<file path="config.mk">
export PLATFORM = sky130hd
export DESIGN_NAME = shrp_host
export DESIGN_NICKNAME = d
export VERILOG_FILES = /design/src/core/shrp_pkg.sv /design/src/core/shrp_host.sv /design/src/core/shrp_guard.sv
export SDC_FILE = /design/constraint.sdc
export NUM_CORES = 1
export LEC_CHECK = 0
export BUFFER_PORTS_ARGS = -buffer_cell sky130_fd_sc_hd__buf_2
export CAP_MARGIN = 20
export CORE_ASPECT_RATIO = 0.7
export CORE_MARGIN = 2
export CORE_UTILIZATION = 40
export CTS_CLUSTER_DIAMETER = 200
export DETAILED_ROUTE_END_ITERATION = 6
export PLACE_DENSITY = 0.58
export SYNTH_ARGS = -nofsm -noshare
export SYNTH_HDL_FRONTEND = slang
export SYNTH_SLANG_ARGS = --single-unit
</file>
<file path="constraint.sdc">
create_clock -name clk -period 4 [get_ports clk]
set_input_delay 0 -clock clk [delete_from_list [all_inputs] [get_ports clk]]
set_output_delay 0 -clock clk [all_outputs]
set_load 0.005 [all_outputs]
</file>
<file path="src/core/shrp_pkg.sv">
/*
 * Shared constants of the host read controller: its own register map,
 * field positions, pin timing counts and the device resource addresses.
 * Assumes a 25 MHz controller clock; every cycle count is derived from it.
 */
package shrp_pkg;

    // Controller clock period
    localparam int CLK_NS = 40;

    // Pin timing, figures in ns
    localparam int T_CYCLE_NS = 165;
    localparam int T_CSH_NS = 13;
    localparam int T_WAIT_SHORT_NS = 165;
    localparam int T_WAIT_LONG_NS = 330;

    // Least times round up to whole cycles
    localparam logic [3:0] CYC_STROBE = 4'((T_CYCLE_NS + CLK_NS - 1) / CLK_NS);
    localparam logic [3:0] CYC_CSH = 4'((T_CSH_NS + CLK_NS - 1) / CLK_NS);
    localparam logic [3:0] CYC_WAIT_SHORT = 4'((T_WAIT_SHORT_NS + CLK_NS - 1) / CLK_NS);
    localparam logic [3:0] CYC_WAIT_LONG = 4'((T_WAIT_LONG_NS + CLK_NS - 1) / CLK_NS);

    // Burst limits in beats
    localparam logic [4:0] BURST_MAX_32 = 5'h08;
    localparam logic [4:0] BURST_MAX_16 = 5'h10;

    // Software register byte offsets
    localparam logic [7:0] REG_CTRL = 8'h00;
    localparam logic [7:0] REG_STATUS = 8'h04;
    localparam logic [7:0] REG_DATA_BASE = 8'h40;

    // Control register fields
    localparam int CTRL_ADDR_LSB = 0;
    localparam int CTRL_FIFO_BIT = 8;
    localparam int CTRL_W16_BIT = 9;
    localparam int CTRL_LEN_LSB = 12;

    // Status register fields
    localparam int STS_BUSY_BIT = 0;
    localparam int STS_HOLD_BIT = 1;
    localparam int STS_CNT_LSB = 8;

    // Device resource byte addresses
    localparam logic [7:0] DEV_RX_DATA = 8'h00;
    localparam logic [7:0] DEV_RX_STS = 8'h40;
    localparam logic [7:0] DEV_TX_STS = 8'h48;
    localparam logic [7:0] DEV_RX_INF = 8'h7c;
    localparam logic [7:0] DEV_TX_INF = 8'h80;
    localparam logic [7:0] DEV_RX_DROP = 8'ha0;
    localparam logic [7:0] DEV_RX_DP = 8'ha8;

    // Number of read-after-read guards
    localparam int NUM_GUARD = 4;

    // Pin sequencer states
    typedef enum logic [1:0] {
        SHRP_IDLE = 2'b00,
        SHRP_SETUP = 2'b01,
        SHRP_ACTIVE = 2'b10,
        SHRP_GAP = 2'b11
    } shrp_state_t;

endpackage

</file>
<file path="src/core/shrp_host.sv">
/*
 * Host-side read controller for an asynchronous SRAM-like read port.
 * Software orders single or burst reads through a small register port;
 * the controller drives the select, strobe, address and FIFO-select pins,
 * samples the data pins through a two-stage synchroniser and keeps the
 * captured words for software. Assumes the device answers within the
 * documented access times and that the data pins are driven only by it.
 */
// Contract
// - Cycle runs while select and strobe both low
// - Raise select/strobe between single reads, least time
// - Burst at most 8 words or 16 halfwords
// - Raise select/strobe between bursts, least time
// - At least 165 ns per cycle or step
// - Wait 165 ns before FIFO information reads
// - Wait 330 ns between dropped-frame counter reads
// - Wait 330 ns after datapath control, status FIFOs
// - Waits may be met by time or dummies
`timescale 1ns/10ps
module shrp_host
(
    input wire logic clk,
    input wire logic srst,
    input wire logic [7:0] sw_addr,
    input wire logic [31:0] sw_wdata,
    input wire logic sw_wr,
    input wire logic sw_rd,
    output logic [31:0] sw_rdata,
    output logic chip_sel_low,
    output logic read_strobe_low,
    output logic [7:1] dev_addr,
    output logic fifo_sel,
    input wire logic [31:0] dev_data
);

    shrp_pkg::shrp_state_t state_ff; // Sequencer state
    shrp_pkg::shrp_state_t nxt_state;
    logic [3:0] cnt_ff; // Cycles left in the current phase
    logic [3:0] nxt_cnt;
    logic [7:0] addr_ff; // Device byte address being read
    logic [7:0] nxt_addr;
    logic fifo_ff; // FIFO select for the order
    logic nxt_fifo;
    logic w16_ff; // Sixteen-bit order
    logic nxt_w16;
    logic [4:0] last_ff; // Index of the last beat
    logic [4:0] nxt_last;
    logic [4:0] beat_ff; // Current beat index
    logic [4:0] nxt_beat;
    logic [4:0] got_ff; // Beats captured so far
    logic [4:0] nxt_got;
    logic cs_ff; // Select pin, low active
    logic nxt_cs;
    logic rd_ff; // Strobe pin, low active
    logic nxt_rd;
    logic [31:0] rdata_ff; // Software read data
    logic [31:0] nxt_rdata;
    logic [31:0] sync1_ff; // First synchroniser stage
    logic [31:0] sync2_ff; // Second synchroniser stage
    logic [31:0] buf_ff [16]; // Captured words
    logic [31:0] nxt_buf [16];
    logic hold; // A read-after-read wait that protects the ordered read is running
    logic done; // One device read just finished
    logic ctrl_wr; // Software writes the control register
    logic [4:0] req_len; // Requested beats minus one
    logic [4:0] max_len; // Width limit minus one

    assign ctrl_wr = sw_wr && (sw_addr == shrp_pkg::REG_CTRL);
    assign req_len = {1'b0, sw_wdata[shrp_pkg::CTRL_LEN_LSB +: 4]};
    assign max_len = (sw_wdata[shrp_pkg::CTRL_W16_BIT] ? shrp_pkg::BURST_MAX_16 : shrp_pkg::BURST_MAX_32)
        - 5'h01;
    assign done = (state_ff == shrp_pkg::SHRP_ACTIVE) && (cnt_ff == 4'h1);

    // Wait timers between dependent reads
    shrp_guard u_guard
    (
        .clk(clk),
        .srst(srst),
        .done(done),
        .done_addr(addr_ff),
        .done_fifo(fifo_ff),
        .chk_addr(addr_ff),
        .chk_fifo(fifo_ff),
        .hold(hold)
    );

    // Pin sequencer next state
    always_comb
    begin
        nxt_state = state_ff;
        nxt_cnt = cnt_ff;
        nxt_addr = addr_ff;
        nxt_fifo = fifo_ff;
        nxt_w16 = w16_ff;
        nxt_last = last_ff;
        nxt_beat = beat_ff;
        nxt_got = got_ff;
        nxt_cs = 1'b1;
        nxt_rd = 1'b1;
        unique case (state_ff)
            shrp_pkg::SHRP_IDLE:
            begin
                // Orders are only taken when idle
                if (ctrl_wr)
                begin
                    nxt_addr = sw_wdata[shrp_pkg::CTRL_ADDR_LSB +: 8];
                    nxt_fifo = sw_wdata[shrp_pkg::CTRL_FIFO_BIT];
                    nxt_w16 = sw_wdata[shrp_pkg::CTRL_W16_BIT];
                    nxt_last = (req_len > max_len) ? max_len : req_len;
                    nxt_beat = 5'h00;
                    nxt_got = 5'h00;
                    nxt_state = shrp_pkg::SHRP_SETUP;
                end
            end
            shrp_pkg::SHRP_SETUP:
            begin
                // Address is out a cycle ahead; wait out any guard protecting this read
                if (!hold)
                begin
                    nxt_cs = 1'b0;
                    nxt_rd = 1'b0;
                    nxt_cnt = shrp_pkg::CYC_STROBE;
                    nxt_state = shrp_pkg::SHRP_ACTIVE;
                end
            end
            shrp_pkg::SHRP_ACTIVE:
            begin
                nxt_cs = 1'b0;
                nxt_rd = 1'b0;
                nxt_cnt = cnt_ff - 4'h1;
                if (done)
                begin
                    nxt_got = got_ff + 5'h01;
                    if (beat_ff == last_ff)
                    begin
                        // End the cycle by raising both pins
                        nxt_cs = 1'b1;
                        nxt_rd = 1'b1;
                        nxt_cnt = shrp_pkg::CYC_CSH;
                        nxt_state = shrp_pkg::SHRP_GAP;
                    end
                    else
                    begin
                        // Next burst step: only the address moves
                        nxt_beat = beat_ff + 5'h01;
                        nxt_addr = addr_ff + (w16_ff ? 8'h02 : 8'h04);
                        nxt_cnt = shrp_pkg::CYC_STROBE;
                    end
                end
            end
            shrp_pkg::SHRP_GAP:
            begin
                // Pins stay high for the deassertion time
                nxt_cnt = cnt_ff - 4'h1;
                if (cnt_ff == 4'h1)
                begin
                    nxt_state = shrp_pkg::SHRP_IDLE;
                end
            end
        endcase
    end

    // Capture buffer next values
    for (genvar i = 0; i < 16; i++)
    begin : gen_buf
        always_comb
        begin
            nxt_buf[i] = buf_ff[i];
            if (done && beat_ff == 5'(i))
            begin
                // Upper half is undriven in sixteen-bit mode
                nxt_buf[i] = w16_ff ? {16'h0000, sync2_ff[15:0]} : sync2_ff;
            end
        end
    end

    // Software read data next value
    always_comb
    begin
        nxt_rdata = 32'h0000_0000;
        if (sw_rd)
        begin
            if (sw_addr == shrp_pkg::REG_STATUS)
            begin
                nxt_rdata[shrp_pkg::STS_BUSY_BIT] = (state_ff != shrp_pkg::SHRP_IDLE);
                nxt_rdata[shrp_pkg::STS_HOLD_BIT] = (state_ff == shrp_pkg::SHRP_SETUP) && hold;
                nxt_rdata[shrp_pkg::STS_CNT_LSB +: 5] = got_ff;
            end
            else if (sw_addr[7:6] == shrp_pkg::REG_DATA_BASE[7:6] && sw_addr[1:0] == 2'b00)
            begin
                nxt_rdata = buf_ff[sw_addr[5:2]];
            end
        end
    end

    // Data pin synchroniser
    always_ff @(posedge clk)
    begin
        if (srst)
        begin
            sync1_ff <= 32'h0000_0000;
            sync2_ff <= 32'h0000_0000;
        end
        else
        begin
            sync1_ff <= dev_data;
            sync2_ff <= sync1_ff;
        end
    end

    // Sequencer, buffer and read data registers
    always_ff @(posedge clk)
    begin
        if (srst)
        begin
            state_ff <= shrp_pkg::SHRP_IDLE;
            cnt_ff <= 4'h0;
            addr_ff <= 8'h00;
            fifo_ff <= 1'b0;
            w16_ff <= 1'b0;
            last_ff <= 5'h00;
            beat_ff <= 5'h00;
            got_ff <= 5'h00;
            cs_ff <= 1'b1;
            rd_ff <= 1'b1;
            rdata_ff <= 32'h0000_0000;
            for (int k = 0; k < 16; k++)
            begin
                buf_ff[k] <= 32'h0000_0000;
            end
        end
        else
        begin
            state_ff <= nxt_state;
            cnt_ff <= nxt_cnt;
            addr_ff <= nxt_addr;
            fifo_ff <= nxt_fifo;
            w16_ff <= nxt_w16;
            last_ff <= nxt_last;
            beat_ff <= nxt_beat;
            got_ff <= nxt_got;
            cs_ff <= nxt_cs;
            rd_ff <= nxt_rd;
            rdata_ff <= nxt_rdata;
            for (int k = 0; k < 16; k++)
            begin
                buf_ff[k] <= nxt_buf[k];
            end
        end
    end

    // Pin and port outputs
    assign chip_sel_low = cs_ff;
    assign read_strobe_low = rd_ff;
    assign dev_addr = addr_ff[7:1];
    assign fifo_sel = fifo_ff;
    assign sw_rdata = rdata_ff;

endmodule

</file>
<file path="src/core/shrp_guard.sv">
/*
 * Read-after-read guard timers. Each finished device read may arm a timer;
 * while a timer runs, reads of the resources it protects are held off.
 * Assumes done pulses come from the pin sequencer on the same clock.
 */
`timescale 1ns/10ps
module shrp_guard
(
    input wire logic clk,
    input wire logic srst,
    input wire logic done,
    input wire logic [7:0] done_addr,
    input wire logic done_fifo,
    input wire logic [7:0] chk_addr,
    input wire logic chk_fifo,
    output logic hold
);

    // Timer reload values per guard
    localparam logic [3:0] LOAD [shrp_pkg::NUM_GUARD] = '{
        shrp_pkg::CYC_WAIT_SHORT, shrp_pkg::CYC_WAIT_SHORT,
        shrp_pkg::CYC_WAIT_LONG, shrp_pkg::CYC_WAIT_LONG};

    logic [shrp_pkg::NUM_GUARD-1:0] trig; // Which guards a finished read arms
    logic [shrp_pkg::NUM_GUARD-1:0] tgt; // Which guards protect the next read
    logic [shrp_pkg::NUM_GUARD-1:0] running; // Guards still counting
    logic d_rxd; // Finished read hit the receive data FIFO
    logic c_reg; // Next read is a plain register read

    // Decode trigger and target resources
    always_comb
    begin
        d_rxd = done_fifo || (done_addr == shrp_pkg::DEV_RX_DATA);
        c_reg = !chk_fifo;
        trig[0] = done && (d_rxd || (!done_fifo && done_addr == shrp_pkg::DEV_RX_STS));
        trig[1] = done && !done_fifo && (done_addr == shrp_pkg::DEV_TX_STS);
        trig[2] = done && !done_fifo && (done_addr == shrp_pkg::DEV_RX_DROP);
        trig[3] = done && !done_fifo && (done_addr == shrp_pkg::DEV_RX_DP);
        tgt[0] = c_reg && (chk_addr == shrp_pkg::DEV_RX_INF);
        tgt[1] = c_reg && (chk_addr == shrp_pkg::DEV_TX_INF);
        tgt[2] = c_reg && (chk_addr == shrp_pkg::DEV_RX_DROP);
        tgt[3] = c_reg && (chk_addr == shrp_pkg::DEV_RX_STS || chk_addr == shrp_pkg::DEV_TX_STS);
    end

    // One down-counter per guard
    for (genvar g = 0; g < shrp_pkg::NUM_GUARD; g++)
    begin : gen_guard
        logic [3:0] cnt_ff; // Cycles left in this wait
        logic [3:0] nxt_cnt; // Next count

        // Reload on trigger, else count down to zero
        always_comb
        begin
            if (trig[g])
            begin
                nxt_cnt = LOAD[g];
            end
            else if (cnt_ff != 4'h0)
            begin
                nxt_cnt = cnt_ff - 4'h1;
            end
            else
            begin
                nxt_cnt = cnt_ff;
            end
        end

        // Register the count
        always_ff @(posedge clk)
        begin
            if (srst)
            begin
                cnt_ff <= 4'h0;
            end
            else
            begin
                cnt_ff <= nxt_cnt;
            end
        end

        assign running[g] = (cnt_ff != 4'h0);
    end

    // Hold off while any protecting guard runs
    assign hold = |(running & tgt);

endmodule

</file>
==> results of run 1 <==
## registers in the layout, summed over array words and instances (netlist names), 5 cells and up
name / count
beat_ff: 5
u_guard.gen_guard.cnt_ff: 16
sync2_ff: 32
sync1_ff: 32
buf_ff: 512
got_ff: 5
sw_rdata: 32
addr_ff: 8
## synthesized netlist by cell type, types with 2 or more instances
cell type  number
ha_1           23
nand4_1         7
edfxtp_1      512
buf_2          10
dfxtp_1       143
clkbuf_1      113
nor2_1        350
o22ai_1         2
nor3_1         18
mux2_2          4
and4_1          2
a221oi_1        2
nand2_1        74
buf_1           6
a21oi_1        33
o21ai_1         2
mux2i_1         4
o311a_1         2
nor2b_1        95
a41o_1          3
o32ai_1         4
o21a_1          2
inv_1          63
nor3b_1         5
or3_1           8
or4_1           4
o311ai_0        2
o21ai_0        15
nor4_1          6
or2_2           2
xor2_1          4
nand2b_1        6
xnor2_1        10
mux4_2        160
and2_1          4
nand3_1        21
buf_4           8
and3_1          2
## report_power, final
| part | switching (W) | internal, W |
|---|---|---|
| combinational | 0.000734 | 0.000609 |
| sequential | 0.000131 | 0.00766 |
| clock | 0.00254 | 0.00347 |
## per-layer routing
metal | GRT usage [%] | routed length [um] | vias to the layer above
met5 | 0 | 0 | -
met4 | 5.25 | 1460 | 0
met3 | 3.86 | 4720 | 111
met2 | 30.8 | 30300 | 552
met1 | 27.6 | 29100 | 7773
li1 | - | - | 6684
## worst max-delay path, delay by kind of cell, from the launching register on
kind / cells / cell delay, ns
AOI/OAI and AO/OA: 3 / 1.01
and+or+nand+nor: 2 / 1.12
adders and majority gates: 1 / 0.20
DFF: 1 / 0.31
buffers and inverters: 1 / 0.11
## logic make-up (layout without fill, tap and decap cells)
group / Yosys count / after routing / share of synthesized area, %
mux: 168 / 168 / 13.9
xor+xnor: 14 / 14 / 0.463
flops: 655 / 655 / 68.9
simple gates: 613 / 613 / 10.4
compound gates: 80 / 80 / 2.04
buf+inv: 201 / 386 / 3.04
fa+ha+maj: 24 / 24 / 1.16
## path summary, 6_finish.rpt
| path | to | slack (ns) |
|---|---|---|
| setup / recovery | cnt_ff[3] | 1.14 |
| hold / removal | w16_ff | 0.05 |
| setup reg to reg | cnt_ff[3] | 1.14 |
| hold reg to reg | sync2_ff[29] | 0.43 |
## stage by stage
stage               setup WS [ns]  cells  power (W)  utilization [%]  instance area (um^2)
finish                       1.14   2820     0.0151             47.4                 30800
global route                 1.00   2820     0.0157             47.4                 30800
CTS                          1.21   2820     0.0153             47.4                 30800
detailed placement           1.22   2647    0.00925             43.3                 28200
global placement             1.34   2647    0.00919             43.3                 28200
floorplan                    1.07   1755    0.00881                -                 26500
## final cells by class
cell class / instances / area [um^2]
Fill cell: 5679 / 34300
Sequential cell: 655 / 18200
Multi-Input combinational cell: 899 / 7510
Clock buffer: 94 / 1910
Timing Repair Buffer: 203 / 1640
Tap cell: 880 / 1100
Inverter: 63 / 236
Clock inverter: 26 / 186
==> metrics.yaml, run 1 <==
ys.flop_type: "edfxtp_1"
reg2reg_from: "u_guard.gen_guard[3].cnt_ff[0]"
postSynthNetCount: 1855
crit_path_end_kind: "flop"
track_usage_pct: 19.5
grt_pass1_wl_um: 97700
layout_commonest_cell: "edfxtp_1"
avgViaCountPerCell: 5.36
synth_cell_types: 62
cts_buffer_depth: 3
tightest_slew_ns: 1.04
yosys_warnings: 0
setup_viol: 0
routed-via-count: 15120
status: "finished, final reports clean"
cpMaxStageDelayCell: "nor3b_1"
hp-class: "input port to flop"
worstPathRequired_ns: 4.47
fin_worst_skew_ns: 0.0155
cts.clk_slew.worst_paths_ns: 0.06
drtIter0Drc: 1559
ant_nets: 0
die_w_um: 311
clk_latency_ns: 0.59
synth_top_area_share_pct: 58.1
grt_pass1_vias: 15366
antenna_found_initial: 0
cts_root_buffer: "clkbuf_16"
arrival_ns: 3.33
path_cells: "inv_1 -> ha_1 -> nor3b_1 -> o32ai_1 -> a31o_2 -> or2_2 -> o41ai_1"
min_from: "sw_wr"
yosysSeqAreaShare_pct: 68.9
ys_top_cells_by_area: "edfxtp_1 (58%), mux4_2 (14%), dfxtp_1 (11%), nor2_1 (5.0%), nor2b_1 (2.2%)"
ir_drop_mv: 0.272
final_cell_mix: "edfxtp_1 (512), nor2_1 (350), mux4_2 (160)"
finalHoldViolations: 0
routedWlPerCell_um: 23.3
tns_ns: 0
htree_num_levels: 3
area_delta_synth_final_pct: 16.5
r2r_cells: 7
p_per_area_mw_per_mm2: 491
gp_congestion: 0.778
fmaxAchievable_mhz: 349
cts_buffers: 66
num_antenna_cells: 0
fin_crit_ns: 2.86
dpl.hpwl_um: 37400
holdBufCountCts: 53
crit_start: "u_guard.gen_guard[3].cnt_ff[0]"
ios: 118
yosysTopAreaCell: "edfxtp_1"
syn_area_mm2: 0.0265
tritoncts: "done"
grt_start_max_net_pins: 69
timing.final.crit_share_pct: 71.6
drv_slew: 0
drcViolationCount: 0
synth_seq_cells: 655
fin_nets: 1988
numClockSinks: 655
rsz0062_at_grt: "false"
core_mm2: 0.0651
die_area_mm2: 0.0683
p_leak_nw: 10.8
drt_pass1_iterations: 5
synthArstFlopShare_pct: 0
worstSetupPathType: "flop to flop"
routed_wl_um: 65600
io_buffers: 99
initial_core_util_pct: 40.7
maxSlewHeadroom_pct: 30.7
hold_ws_ns: 0.0489
overflow: 0
synth_edf_count: 512
netlist_instances: 1755
post_cts_buffers: 0
holdPathStages: 6
rows: 78
cp_max_fo: 6
drv_cap: 0
layout-drive-gt1-share_pct: 23.0
dieHeight_um: 219
post_cts_resized: 0
postSynthAreaPerCell_um2: 15.1
cp-start-kind: "flop"
critPathMaxStageDelay_ns: 0.80
Note: power is estimated with default switching activity, not from simulation.
==> inputs of run 2 (changes only) <==
PLACE_DENSITY = 0.6   (was 0.58)
clock period = 2.4 ns   (was 4 ns; I/O delays follow)
==> run 2 against run 1 <==
Compared with the run above: cell count grew 1.3%; first-iteration DRC count shrank 2.2%; hold slack worse by 0.021 ns; sequential power is 67% higher; critical endpoint is now cnt_ff[2].
==> metrics.yaml, run 2 (synthesis results as in run 1) <==
drv_cap: 0
rsz0062_at_grt: "false"
num_antenna_cells: 0
grt_pass1_vias: 15674
cts_buffers: 61
pre_cts_slack_ns: 0.0859
fin_crit_ns: 2.32
largest_register_ffs: 512
drt_pass1_iterations: 5
cpMaxStageDelayCell: "or3b_4"
arrival_ns: 2.85
initial_core_util_pct: 40.7
die_w_um: 311
tightest_slew_ns: 0.731
antenna_found_initial: 0
dieHeight_um: 219
cts.clk_slew.worst_paths_ns: 0.07
tritoncts: "done"
grt_start_max_net_pins: 81
finalHoldViolations: 0
gp_congestion: 0.790
fmaxAchievable_mhz: 430
final_cell_mix: "edfxtp_1 (512), nor2_1 (349), mux4_2 (160)"
rows: 78
cts_buffer_depth: 3
track_usage_pct: 19.3
avgViaCountPerCell: 5.33
layout_commonest_cell: "edfxtp_1"
fin_nets: 2024
path_cells: "inv_1 -> ha_1 -> or3b_4 -> and4_1 -> o21a_1 -> or2_2 -> o311a_1"
cts_root_buffer: "clkbuf_16"
maxSlewHeadroom_pct: 51.3
ir_drop_mv: 0.731
drv_slew: 0
area_delta_synth_final_pct: 18.0
dpl.hpwl_um: 37600
fin_worst_skew_ns: 0.0258
routed-via-count: 15234
grt_pass1_wl_um: 98200
core_mm2: 0.0651
hp-class: "input port to flop"
cp_max_fo: 6
p_leak_nw: 11.0
drtIter0Drc: 1524
drcViolationCount: 0
io_buffers: 99
worstPathRequired_ns: 2.93
die_area_mm2: 0.0683
numClockSinks: 655
critPathMaxStageDelay_ns: 0.43
layout-drive-gt1-share_pct: 23.9
top_register: "buf_ff"
ant_nets: 0
setup_viol: 0
final_core_utilization_pct: 48.0
clk_latency_ns: 0.64
status: "finished, final reports clean"
p_per_area_mw_per_mm2: 816
worstSetupPathType: "flop to flop"
htree_num_levels: 2
routed_wl_um: 65000
overflow: 0
routedWlPerCell_um: 22.7
timing.final.crit_share_pct: 96.9
ios: 118
crit_path_end_kind: "flop"
worst_slack_ns: 0.0755
cp-start-kind: "flop"
post_cts_buffers: 0
==> run 2: cell count changes in the layout (fill, tap and decap cells not counted), sizes merged <==
cell | previous run | this run
buf | 149 | 178
bufinv | 2 | 9
clkbuf | 95 | 80
clkinv | 20 | 23
dlygate4sd3 | 53 | 65
inv | 64 | 65
==> run 2: routing by layer <==
layer / part of all wire, % / track usage (%) / vias to the layer above
li1: - / - / 6754
met1: 44 / 27.4 / 7845
met2: 47 / 31.3 / 557
met3: 7.1 / 3.30 / 78
met4: 1.9 / 4.70 / 0
met5: 0 / 0 / -
==> run 2: area by class of cell <==
type / count / area (um^2)
clock buffer: 79 / 1640
clock inverter: 37 / 447
fill: 5585 / 33900
inverter: 63 / 236
multi-input combinational: 899 / 7520
sequential: 655 / 18200
tap: 880 / 1100
timing repair buffer: 244 / 2040
==> run 2: power by group <==
| group | total, W | switching (W) | internal (W) |
|---|---|---|---|
| Sequential | 0.0130 | 0.000214 | 0.0128 |
| Combinational | 0.00236 | 0.00123 | 0.00113 |
| Clock | 0.0102 | 0.00433 | 0.00582 |
| Total | 0.0255 | 0.00577 | 0.0197 |
==> run 2: timing repair <==
action | CTS | global route
setup endpoints to repair | 0 | 3
hold endpoints to repair | 58 | 0
hold buffers | 65 | 0
gates resized for setup | 0 | 2
==> run 2: through the flow <==
| stage | instances | hold slack, ns | TNS, ns | power, W | cell area (um^2) |
|---|---|---|---|---|---|
| after detailed placement | 2676 | 0.215 | 0 | 0.0155 | 28500 |
| after global routing | 2857 | 0.0446 | 0 | 0.0264 | 31200 |
| after global placement | 2676 | 0.214 | 0 | 0.0154 | 28500 |
| after floorplan | 1755 | 0.128 | -48.27 | 0.0147 | 26500 |
| after CTS | 2857 | 0.00471 | 0 | 0.0257 | 31200 |
| final | 2857 | 0.0275 | 0 | 0.0255 | 31200 |
==> run 2: path summary, 6_finish.rpt <==
| check | start | end | slack [ns] | depth (start not counted) |
|---|---|---|---|---|
| max | u_guard.gen_guard[0].cnt_ff[0] | cnt_ff[2] | 0.08 | 7 |
| min | sw_addr[3] | last_ff[2] | 0.03 | 6 |
| max reg2reg | u_guard.gen_guard[0].cnt_ff[0] | cnt_ff[2] | 0.08 | 7 |
| min reg2reg | sync1_ff[25] | sync2_ff[25] | 0.42 | 1 |
==> run 2: critical path: cells and delay by family, from the launching register on <==
family                     cells  cell delay [ns]
and+or+nand+nor                3             1.01
buffers and inverters          1             0.07
AOI/OAI and AO/OA              2             0.60
DFF                            1             0.33
adders and majority gates      1             0.21
==> inputs of run 3 (changes only) <==
ABC_AREA = 1   (was unset)
==> run 3 against run 2 <==
Compared with the run above: the flow now finishes with violations (DRC); die area increased by 2.4%; global-route usage increased by 3.1 points; non-clock buffer count increased by 6; register-to-register slack improved by 0.16 ns; synthesized cell count increased by 50%; largest cell class unchanged; final area increased by 2.7%; clock skew decreased by 0.0011 ns; first-iteration DRC count increased by 30%; critical path type unchanged; fmax increased by 7.3%; sequential share of layout area decreased by 1.5 points.
==> metrics.yaml, run 3 <==
avgViaCountPerCell: 5.33
rows: 79
tritoncts: "done"
fin_nets: 2877
core_mm2: 0.0667
synth_top_cells_by_count: "nor2_1 (630), edfxtp_1 (512), nand2_1 (424), o21ai_0 (180), inv_1 (164)"
cp-start-kind: "flop"
num_antenna_cells: 0
p_leak_nw: 12.0
routedWlPerCell_um: 20.9
fin_worst_skew_ns: 0.0247
postSynthAreaPerCell_um2: 10.3
synthSimpleGateAreaFrac_pct: 17.2
ios: 118
path_buf_inv: 5
ys.flop_type: "edfxtp_1"
path_cells: "inv_1 -> buf_4 -> ha_1 -> inv_1 -> nor2_1 -> inv_1 -> nand2_1 -> nand2_2 -> nor2_4 -> inv_1 -> o21ai_0 -> nor2_1"
grt_pass1_vias: 19867
tns_ns: 0
synth_edf_count: 512
cts.clk_slew.worst_paths_ns: 0.06
post_cts_resized: 0
io_buffers: 99
timing.final.crit_share_pct: 90.3
clk_latency_ns: 0.62
yosys_warnings: 0
area_delta_synth_final_pct: 18.3
worstSetupPathType: "flop to flop"
drtIter0Drc: 1974
post_cts_buffers: 0
yosysTopAreaCell: "edfxtp_1"
grt_start_max_net_pins: 78
yosysSeqAreaShare_pct: 67.3
dieHeight_um: 222
synth_seq_cells: 655
synthAdderAreaFrac_pct: 1.14
ys_top_cells_by_area: "edfxtp_1 (57%), dfxtp_1 (11%), nor2_1 (8.7%), nand2_1 (5.9%), o21ai_0 (3.3%)"
overflow: 0
drv_slew: 0
finalHoldViolations: 0
cp_max_fo: 17
tightest_slew_ns: 0.677
synth-xor-area-share_pct: 0.388
ir_drop_mv: 0.494
routed-via-count: 19862
postSynthNetCount: 2727
muxShareOfSynthArea_pct: 0.0738
critPathMaxStageDelay_ns: 0.35
netlist_instances: 2627
synth_compound_area_share_pct: 8.61
largest_register_ffs: 512
layout_commonest_cell: "nor2_1"
cts_buffers: 67
setup_viol: 0
cts_buffer_depth: 3
grt_pass1_wl_um: 119000
fillers: 6002
final_area_mm2: 0.0321
fmaxAchievable_mhz: 462
top_register: "buf_ff"
crit_path_end_kind: "flop"
die_w_um: 315
hp-class: "input port to flop"
multiInputGateArea_mm2: 0.00751
die_area_mm2: 0.0699
synth_top_family_by_area: "simple AND/OR/NAND/NOR gates"
final_cell_mix: "nor2_1 (630), edfxtp_1 (512), nand2_1 (412)"
rsz0062_at_grt: "false"
ant_nets: 0
violations: "DRC"
arrival_ns: 2.65
syn_area_mm2: 0.0271
layout-drive-gt1-share_pct: 10.8
cpMostUsedCell: "inv_1"
numClockSinks: 655
synthArstFlopShare_pct: 0
dpl.hpwl_um: 44400
drcViolationCount: 3
fin_crit_ns: 2.17
maxSlewHeadroom_pct: 54.7
cts_root_buffer: "clkbuf_16"
antenna_found_initial: 0
place_area_mm2: 0.0290
initial_core_util_pct: 40.6
register_area_mm2: 0.0182
cpMaxStageDelayCell: "nor2_4"
synth.most_common_cell: "nor2_1"
drv_cap: 0
synth_cell_types: 44
synth_top_area_share_pct: 56.7
gp_congestion: 0.825
status: "complete, but fails checks"
p_per_area_mw_per_mm2: 851
crit_family: "simple AND/OR/NAND/NOR gates"
htree_num_levels: 3
routed_wl_um: 77800
track_usage_pct: 22.4
drt_pass1_iterations: 7
worstPathRequired_ns: 2.89
-- run 3: cell count changes after synthesis, sizes merged, moves of 55 or more --
cell | previous run | this run
o21ai | 17 | 189
inv | 63 | 168
mux4 | 160 | 0
nand2 | 75 | 427
a21oi | 33 | 106
nor2b | 95 | 0
o211ai | 0 | 68
nor2 | 350 | 634
nand3 | 21 | 76
-- run 3: tightest hold or removal path, cell delays in order --
cell and delay, ns:
buf_2 0.08, nor2_1 0.06, inv_1 0.11, nor3_1 0.13, nand3_1 0.13, a21oi_1 0.08
-- run 3: kinds of logic (layout without fill, tap and decap cells) --
family          count (synthesis)  count (layout)
simple gates                 1172            1172
flops                         655             655
compound gates                409             409
buf+inv                       353             558
fa+ha+maj                      24              24
xor+xnor                       12              12
mux                             2               2
-- run 3: repair_timing --
action / in CTS / in global routing
hold buffers: 78 / 1
endpoints found under the setup margin: 0 / 1
hold endpoints to repair: 88 / 1
-- run 3: cell type report --
| cell class | count | share of cell area (%) |
|---|---|---|
| sequential | 655 | 56.9 |
| multi-input combinational | 1619 | 23.4 |
| timing repair buffer | 250 | 7.08 |
| clock buffer | 90 | 5.79 |
| tap | 891 | 3.48 |
| inverter | 184 | 2.16 |
| clock inverter | 34 | 1.18 |
-- run 3: power breakdown --
| group | internal (W) | switching, W |
|---|---|---|
| logic | 0.00119 | 0.00232 |
| clock network | 0.00623 | 0.00440 |
| registers | 0.0128 | 0.000307 |
-- run 3: final timing paths --
check	from	end	slack (ns)	cells after the start
setup reg to reg	state_ff[0]	beat_ff[0]	0.23	12
hold reg to reg	sync1_ff[8]	sync2_ff[8]	0.40	2
setup / recovery	state_ff[0]	beat_ff[0]	0.23	12
hold / removal	sw_addr[1]	sw_rdata[0]	0.04	6
-- run 3: metal layers --
layer | part of all wire [%] | GRT usage (%) | vias to the layer above
li1 | - | - | 9118
met1 | 44 | 31.2 | 9822
met3 | 7.3 | 3.20 | 134
met2 | 47 | 36.5 | 788
met4 | 2.3 | 6.56 | 0
met5 | 0 | 0 | -
-- run 3: stage by stage --
stage	hold slack, ns	power, W	setup WS (ns)	instances	utilization, %
after floorplan	0.107	0.0156	-0.0902	2627	-
after global placement	0.207	0.0166	0.243	3520	43.5
after detailed placement	0.205	0.0168	0.195	3520	43.5
after CTS	0.00308	0.0274	0.202	3722	48.0
after global routing	0.0377	0.0283	0.000866	3723	48.0
final	0.0372	0.0273	0.234	3723	48.0
